File: config.mk
export PLATFORM = sky130hd
export DESIGN_NAME = dci_core
export DESIGN_NICKNAME = d
export VERILOG_FILES = /design/src/logic/dci_pkg.sv /design/src/logic/dci_prio.sv /design/src/logic/dci_core.sv
export SDC_FILE = /design/constraint.sdc
export NUM_CORES = 1
export LEC_CHECK = 0
export BUFFER_PORTS_ARGS = -buffer_cell sky130_fd_sc_hd__buf_2
export CORE_MARGIN = 1.5
export CORE_UTILIZATION = 55
export CTS_CLUSTER_DIAMETER = 50
export DETAILED_ROUTE_END_ITERATION = 7
export GPL_ROUTABILITY_DRIVEN = 0
export PLACE_DENSITY_LB_ADDON = 0.12
export SYNTH_ARGS = -nofsm -noshare
export SYNTH_HDL_FRONTEND = slang
export SYNTH_SLANG_ARGS = --single-unit
File: constraint.sdc
create_clock -name i_clock -period 4.21 [get_ports i_clock]
set_clock_uncertainty 0.15 [all_clocks]
set_input_delay 0.421 -clock i_clock [delete_from_list [all_inputs] [get_ports i_clock]]
set_output_delay 0.421 -clock i_clock [all_outputs]
set_load 0.05 [all_outputs]
File: src/logic/dci_pkg.sv
// Package: constants for the daisy-chain interrupt logic.
// Assumes an 8-bit processor bus and six internal interrupt sources.
package dci_pkg;
    localparam int          DCI_NUM_SRC   = 6;
    localparam int          DCI_DATA_W    = 8;
    localparam logic [7:0]  DCI_OP_PREFIX = 8'hED;
    localparam logic [7:0]  DCI_OP_RETURN = 8'h4D;
    localparam logic [2:0]  DCI_VEC_NONE  = 3'h3;
    localparam int          DCI_VEC_LO    = 1;
    localparam int          DCI_VEC_HI    = 3;
    localparam logic [7:0]  DCI_VEC_RESET = 8'h00;
    typedef enum logic [1:0] {
        DCI_DEC_IDLE,
        DCI_DEC_PREFIX
    } dci_dec_t;
endpackage

File: src/logic/dci_prio.sv
// Fixed-priority chain over the six internal sources, index 0 highest.
// Assumes channel A sources occupy the low indices.
`timescale 1ns/1ps
`default_nettype none
module dci_prio
    import dci_pkg::*;
(
    // Requests
    input  wire logic [DCI_NUM_SRC-1:0] i_req,
    // One-hot grant and any flag
    output logic      [DCI_NUM_SRC-1:0] o_grant,
    output logic                        o_any
);
    logic [DCI_NUM_SRC:0] blocked;

    assign blocked[0] = 1'b0;
    genvar g;
    generate
        for (g = 0; g < DCI_NUM_SRC; g++) begin : g_chain
            assign o_grant[g]    = i_req[g] & ~blocked[g];
            assign blocked[g+1]  = blocked[g] | i_req[g];
        end
    endgenerate
    assign o_any = blocked[DCI_NUM_SRC];
endmodule
`default_nettype wire

File: src/logic/dci_core.sv
// Daisy-chain interrupt request, acknowledge and return logic.
// Assumes bus strobes synchronous to i_clock; processor keeps its side.
// Function
// - With nothing pending or in service, chain enable out follows chain enable in.
// - With anything in service, or anything pending while no return prefix was seen, chain enable out is driven low.
// - Pending status is frozen while the opcode fetch strobe is low, except on the first cycle of an acknowledge.
// - On acknowledge with chain enable in high, the vector is driven and the in-service latch set.
// - The two-byte return opcode seen on fetches clears the in-service latch being serviced.
// - After the first return byte, pending but unacknowledged sources no longer pull chain enable out low.
// - If the next fetched byte is the second return byte, the served source with enable in high clears.
// - Six sources are arbitrated in fixed priority, channel A above channel B.
// - A higher source may request and be acknowledged while a lower one is in service.
// - A return command written by software clears the in-service latch as the opcode does.
// - With status vectors on and nothing pending, vector bits three to one read zero, one, one.
`timescale 1ns/1ps
`default_nettype none
module dci_core
    import dci_pkg::*;
(
    // Clock, reset, enable
    input  wire logic                   i_clock,
    input  wire logic                   i_reset,
    input  wire logic                   i_enable,
    // Processor bus
    input  wire logic                   i_opcode_fetch_strobe_n,
    input  wire logic                   i_io_request_strobe_n,
    input  wire logic [DCI_DATA_W-1:0]  i_data,
    // Sources and control
    input  wire logic [DCI_NUM_SRC-1:0] i_source_event,
    input  wire logic [DCI_DATA_W-1:0]  i_base_vector,
    input  wire logic                   i_status_vector_en,
    input  wire logic                   i_return_cmd,
    // Daisy chain
    input  wire logic                   i_chain_enable_in,
    output logic                        o_chain_enable_out,
    output logic                        o_int_request_n,
    // Vector drive
    output logic [DCI_DATA_W-1:0]       o_data,
    output logic                        o_data_oe,
    output logic [DCI_DATA_W-1:0]       o_vector_readback
);
    logic [DCI_NUM_SRC-1:0] pend_q, pend_d, serv_q, serv_d;
    logic [DCI_NUM_SRC-1:0] pgrant, sgrant, upper;
    logic                   pany, sany;
    dci_dec_t               dec_q, dec_d;
    logic                   ack_q, ack_d;
    logic                   ieo_q, ieo_d, irq_n_q, irq_n_d;
    logic [DCI_DATA_W-1:0]  data_q, data_d, rb_q, rb_d;
    logic                   oe_q, oe_d;
    logic                   fetch, ack, ack_rise, ret_done;
    logic [DCI_NUM_SRC-1:0] pend_vis, serv_clr;
    logic [DCI_NUM_SRC-1:0] held_q, held_d, vgrant;
    logic                   vany;
    logic [2:0]             pidx, vidx;

    dci_prio u_pend (
        .i_req   (pend_q),
        .o_grant (pgrant),
        .o_any   (pany)
    );
    dci_prio u_serv (
        .i_req   (serv_q),
        .o_grant (sgrant),
        .o_any   (sany)
    );
    dci_prio u_vis (
        .i_req   (pend_vis),
        .o_grant (vgrant),
        .o_any   (vany)
    );

    // Index of the highest pending and highest visible source
    always_comb begin
        pidx = '0;
        vidx = '0;
        for (int n = 0; n < DCI_NUM_SRC; n++) begin
            if (pgrant[n]) begin
                pidx = 3'(n);
            end
            if (vgrant[n]) begin
                vidx = 3'(n);
            end
        end
    end

    assign fetch    = ~i_opcode_fetch_strobe_n & i_io_request_strobe_n;
    assign ack      = ~i_opcode_fetch_strobe_n & ~i_io_request_strobe_n;
    assign ack_rise = ack & ~ack_q;

    // Pending only counts if no equal or higher source is in service
    always_comb begin
        upper = '0;
        for (int k = 1; k < DCI_NUM_SRC; k++) begin
            upper[k] = upper[k-1] | serv_q[k-1];
        end
        pend_vis = pend_q & ~upper & ~serv_q;
    end

    always_comb begin
        dec_d    = dec_q;
        ret_done = 1'b0;
        if (fetch) begin
            if (dec_q == DCI_DEC_PREFIX && i_data == DCI_OP_RETURN && i_chain_enable_in) begin
                ret_done = 1'b1;
            end
            dec_d = (i_data == DCI_OP_PREFIX) ? DCI_DEC_PREFIX : DCI_DEC_IDLE;
        end
        serv_clr = (ret_done | i_return_cmd) ? sgrant : '0;
    end

    always_comb begin
        pend_d  = pend_q | i_source_event | held_q;
        held_d  = '0;
        serv_d  = serv_q & ~serv_clr;
        ack_d   = ack;
        data_d  = data_q;
        oe_d    = 1'b0;
        if (ack_rise && i_chain_enable_in && vany) begin
            pend_d = (pend_q & ~vgrant) | i_source_event | held_q;
            serv_d = serv_d | vgrant;
            data_d = i_base_vector;
            if (i_status_vector_en) begin
                data_d[DCI_VEC_HI:DCI_VEC_LO] = vidx;
            end
        end
        if (ack && (ack_rise ? (i_chain_enable_in && vany) : oe_q)) begin
            oe_d = 1'b1;
        end
        // Events during the freeze wait in the holding mask
        if (!i_opcode_fetch_strobe_n && !ack_rise) begin
            pend_d = pend_q;
            held_d = held_q | i_source_event;
        end
        ieo_d = i_chain_enable_in;
        if (sany || (pany && dec_q != DCI_DEC_PREFIX)) begin
            ieo_d = 1'b0;
        end
        irq_n_d = ~(i_chain_enable_in && vany && !ack);
        rb_d    = i_base_vector;
        if (i_status_vector_en) begin
            rb_d[DCI_VEC_HI:DCI_VEC_LO] = pany ? pidx : DCI_VEC_NONE;
        end
    end

    always_ff @(posedge i_clock or posedge i_reset) begin
        if (i_reset) begin
            pend_q  <= '0;
            held_q  <= '0;
            serv_q  <= '0;
            dec_q   <= DCI_DEC_IDLE;
            ack_q   <= 1'b0;
            ieo_q   <= 1'b0;
            irq_n_q <= 1'b1;
            data_q  <= DCI_VEC_RESET;
            oe_q    <= 1'b0;
            rb_q    <= DCI_VEC_RESET;
        end else if (i_enable) begin
            pend_q  <= pend_d;
            held_q  <= held_d;
            serv_q  <= serv_d;
            dec_q   <= dec_d;
            ack_q   <= ack_d;
            ieo_q   <= ieo_d;
            irq_n_q <= irq_n_d;
            data_q  <= data_d;
            oe_q    <= oe_d;
            rb_q    <= rb_d;
        end
    end

    assign o_chain_enable_out = ieo_q;
    assign o_int_request_n    = irq_n_q;
    assign o_data             = data_q;
    assign o_data_oe          = oe_q;
    assign o_vector_readback  = rb_q;

    AST_IDLE_FOLLOW: assert property (@(posedge i_clock) disable iff (i_reset)
        i_enable && !sany && !pany |=> o_chain_enable_out == $past(i_chain_enable_in))
        else $error("chain out did not follow chain in");
    AST_SERV_BLOCK: assert property (@(posedge i_clock) disable iff (i_reset)
        i_enable && sany |=> !o_chain_enable_out)
        else $error("chain out high while in service");
    AST_FREEZE: assert property (@(posedge i_clock) disable iff (i_reset)
        i_enable && !i_opcode_fetch_strobe_n && !ack_rise |=> pend_q == $past(pend_q))
        else $error("pending changed during fetch");
    AST_ACK_SET: assert property (@(posedge i_clock) disable iff (i_reset)
        i_enable && ack_rise && i_chain_enable_in && |pend_vis |=> o_data_oe && |(serv_q & ~$past(serv_q)))
        else $error("acknowledge did not set in-service");
    AST_RET_CLEAR: assert property (@(posedge i_clock) disable iff (i_reset)
        i_enable && ret_done && sany |=> (serv_q & $past(sgrant)) == '0)
        else $error("return did not clear in-service");
    AST_CMD_CLEAR: assert property (@(posedge i_clock) disable iff (i_reset)
        i_enable && i_return_cmd && sany |=> (serv_q & $past(sgrant)) == '0)
        else $error("return command did not clear");
    AST_PREFIX_OPEN: assert property (@(posedge i_clock) disable iff (i_reset)
        i_enable && dec_q == DCI_DEC_PREFIX && !sany |=> o_chain_enable_out == $past(i_chain_enable_in))
        else $error("prefix did not release chain out");
    AST_REQ_GATE: assert property (@(posedge i_clock) disable iff (i_reset)
        i_enable && !i_chain_enable_in |=> o_int_request_n)
        else $error("request without chain enable");
    AST_NONE_VEC: assert property (@(posedge i_clock) disable iff (i_reset)
        i_enable && i_status_vector_en && !pany |=> o_vector_readback[DCI_VEC_HI:DCI_VEC_LO] == DCI_VEC_NONE)
        else $error("no-interrupt vector wrong");
    AST_REQ_RELEASE: assert property (@(posedge i_clock) disable iff (i_reset)
        i_enable && ack |=> o_int_request_n)
        else $error("request held during acknowledge");
    AST_VEC_INDEX: assert property (@(posedge i_clock) disable iff (i_reset)
        i_enable && ack_rise && i_chain_enable_in && vany && i_status_vector_en
        |=> (serv_q & ~$past(serv_q)) == (DCI_NUM_SRC'(1) << o_data[DCI_VEC_HI:DCI_VEC_LO]))
        else $error("vector index does not match new in-service source");
    COV_ACK: cover property (@(posedge i_clock) disable iff (i_reset) ack_rise && o_data_oe == 1'b0 ##1 o_data_oe);
    COV_NEST: cover property (@(posedge i_clock) disable iff (i_reset) $countones(serv_q) == 2);
    COV_RET: cover property (@(posedge i_clock) disable iff (i_reset) ret_done && sany);
    COV_REFUSED: cover property (@(posedge i_clock) disable iff (i_reset) ack_rise && pany && !i_chain_enable_in);
endmodule
`default_nettype wire

==> results.md <==
- Die height: 61.0 µm
- Hold Crit Class: in2async
- CTS tree: yes
- Number of synthesized flops with an enable pin: 0
- WL final: between 4000 and 5000 µm
- Number of port buffers: between 40 and 50
- Post-synthesis cell count: 179
- Top cells by area, synth: dfrtp_1, mux2_2, mux2_4
- Post-DP HPWL: approximately 3100 µm
- Critical setup path kind: reg2reg
- DRC Markers: 0
- Fmax: ~420 MHz
- Final min period: ~2400 ps
- Vias: approximately 1600
- Tot GR Track Use: 0.243
- Post-CTS resize count: 0
- Crit path DAT: ~2500 ps
- Worst slew pin tran: about 690 ps
- Final setup TNS: 0 ps
- Row count: 20
- Multi-input logic area: between 800 and 900 µm²
- Post-CTS Setup Repair Bufs: 0
- Top-area cell type share of the netlist area: 0.515
- Clock latency on the worst-skew pair: around 350 ps
- Reg2reg setup slack: about 1800 ps
- Async SR Flop Fraction: 1.00
- Max FO, Critical Path: 11
- PnR worst setup slack: between 1500 and 2000 ps
- Static Leak: between 0.001 and 0.0015 µW
- Initial Utilization: 0.591
- Routed Antenna Nets: 0
- First-pass GRT wire length: 6500 µm
- Boundary Pins: 49
- Final period util: 0.568
- Core area: about 3100 µm²
- Max_slew headroom: 0.540
- Layout Nets: between 200 and 300
- Max_cap viols: 0
- Vias per cell: ~5.8
- Area delta synth->final: 19.0%
- Final Max Tran Viols: 0
- Htree depth: 2
- Syn Area/Cell: 10.3 µm²
- # hold bufs at CTS: 0
- Final Hold Vio Count: 0
- Worst Setup End Kind: flop
- FILL cells: 245
- Cell taking the most area after synthesis: dfrtp_1
- Critical Path RT: roughly 4300 ps
- Initial antenna violation count: 0
- CP Launch Type: flop
- Reg area: roughly 980 µm²
- Clock Path Buffers: 2
- Vias in the first global route: about 1500
- 1st-pass router iterations: 4
- DRT iter0 DRCs: 69
- Largest net degree at the start of global routing: 40
- Total gr overflow: 0
- Post-synthesis cell area: around 1800 µm²
- Syn_nets: between 200 and 250
- Layout cell share with drive strength beyond 1: 0.329
- Dpl ws: 1840 ps
- Total CTS buffers: 5
- Antenna Cells: 0
- Prevailing post-synth register cell: dfrtp_1
- RSZ-0062 raised after global routing: false
- Worst-path clk slew: approximately 110 ps
- CTS Sinks: 39
- Register area share after synthesis: 0.529
- Die area: about 3700 µm²
- Die X: between 60 and 70 µm
- Maximum VDD drop: 240 µV
- Post-synth cell types: 40
- Final setup violation count: 0
- Status: completed
- Clk Tree Root Cell: clkbuf_4
- P per Cell Area: 435 nW/µm²
- Post-DR wirelength/cell: roughly 15 µm
- YS warnings: 0
- Flops & latches, synth: 39
layout by cell type (no fill, tap or decap), types with 3 or more instances in the layout:
| master | n |
|---|---|
| nor2b_1 | 5 |
| a21oi_1 | 9 |
| a31oi_1 | 5 |
| nand2_1 | 15 |
| clkbuf_4 | 5 |
| nand2b_1 | 4 |
| buf_2 | 48 |
| nor2_1 | 20 |
| mux2_2 | 8 |
| nor3_1 | 5 |
| inv_1 | 7 |
| dfrtp_1 | 38 |
| nand4b_1 | 3 |
| mux2_4 | 6 |
| o21ai_0 | 17 |
Yosys cell counts, types with 2 or more instances:
master and instances:
dfrtp_1 38, nor2_1 20, o21ai_0 17, nand2_1 15, a21oi_1 9, mux2_2 8
inv_1 7, clkbuf_1 6, mux2_4 6, a31oi_1 5, nor2b_1 5, nor3_1 5
nand2b_1 4, nand4b_1 3, nand3_1 2, nand4_1 2, nor4_1 2, o211ai_1 2
o2bb2ai_1 2
metal layers:
metal / GRT usage / vias up / routed length [µm]
li1: - / 740 / -
met1: 0.302 / 740 / 1710
met2: 0.399 / 78 / 1970
met3: 0.0490 / 9 / 276
met4: 0.127 / 0 / 80
met5: 0 / - / 0
where the power goes:
group	switching [µW]	internal, µW	leakage, µW
sequential	28.0	415	0.000470
clock	121	140	0.0000482
combinational	172	79.8	0.000520
total	322	635	0.00104
worst paths after layout:
path                                   start              end  cells after the start
setup / recovery                   serv_q[0]        o_data[7]                      4
hold / removal                       i_reset        o_data[6]                      3
setup reg to reg                   serv_q[0]        o_data[7]                      4
hold reg to reg                    o_data_oe        o_data_oe                      2
max in group asynchronous            i_reset  o_int_request_n                      3
min in group i_clock       i_source_event[3]        pend_q[3]                      3
worst max-delay path, stage by stage (launching register included):
cell and delay, ps:
dfrtp_1 470, or4_1 680, a211oi_4 330, o21ai_2 260
mux2_4 380
cell families after synthesis:
family,count (synthesis),share of synthesized area
compound gates,48,0.172
mux,14,0.0975
flops,39,0.529
buf+inv,15,0.0352
simple gates,63,0.167
sequential cells by signal, indices dropped and copies added, names as in the netlist:
| register | cells |
|---|---|
| ack_q | 1 |
| pend_q | 6 |
| o_vector_readback | 8 |
| held_q | 6 |
| o_data_oe | 1 |
| o_int_request_n | 1 |
| serv_q | 6 |
| o_chain_enable_out | 1 |
| o_data | 8 |
| dec_q | 1 |
metrics by stage:
stage	power [µW]	utilization	instances	instance area, µm²	hold slack [ps]
2_1_floorplan	638	-	179	1850	307
3_3_place_gp	696	0.675	264	2110	309
3_5_place_dp	704	0.675	264	2110	335
4_1_cts	962	0.703	272	2200	21.9
5_1_grt	1010	0.703	272	2200	38.9
6_report	957	0.703	272	2200	3.96
final cells by class:
type,instances,share of cell area
Clock buffer,6,0.0233
Clock inverter,2,0.0159
Inverter,7,0.0120
Multi-Input combinational cell,125,0.367
Sequential cell,39,0.445
Tap cell,44,0.0250
Timing Repair Buffer,49,0.113
(Power assumes the default switching activity.)
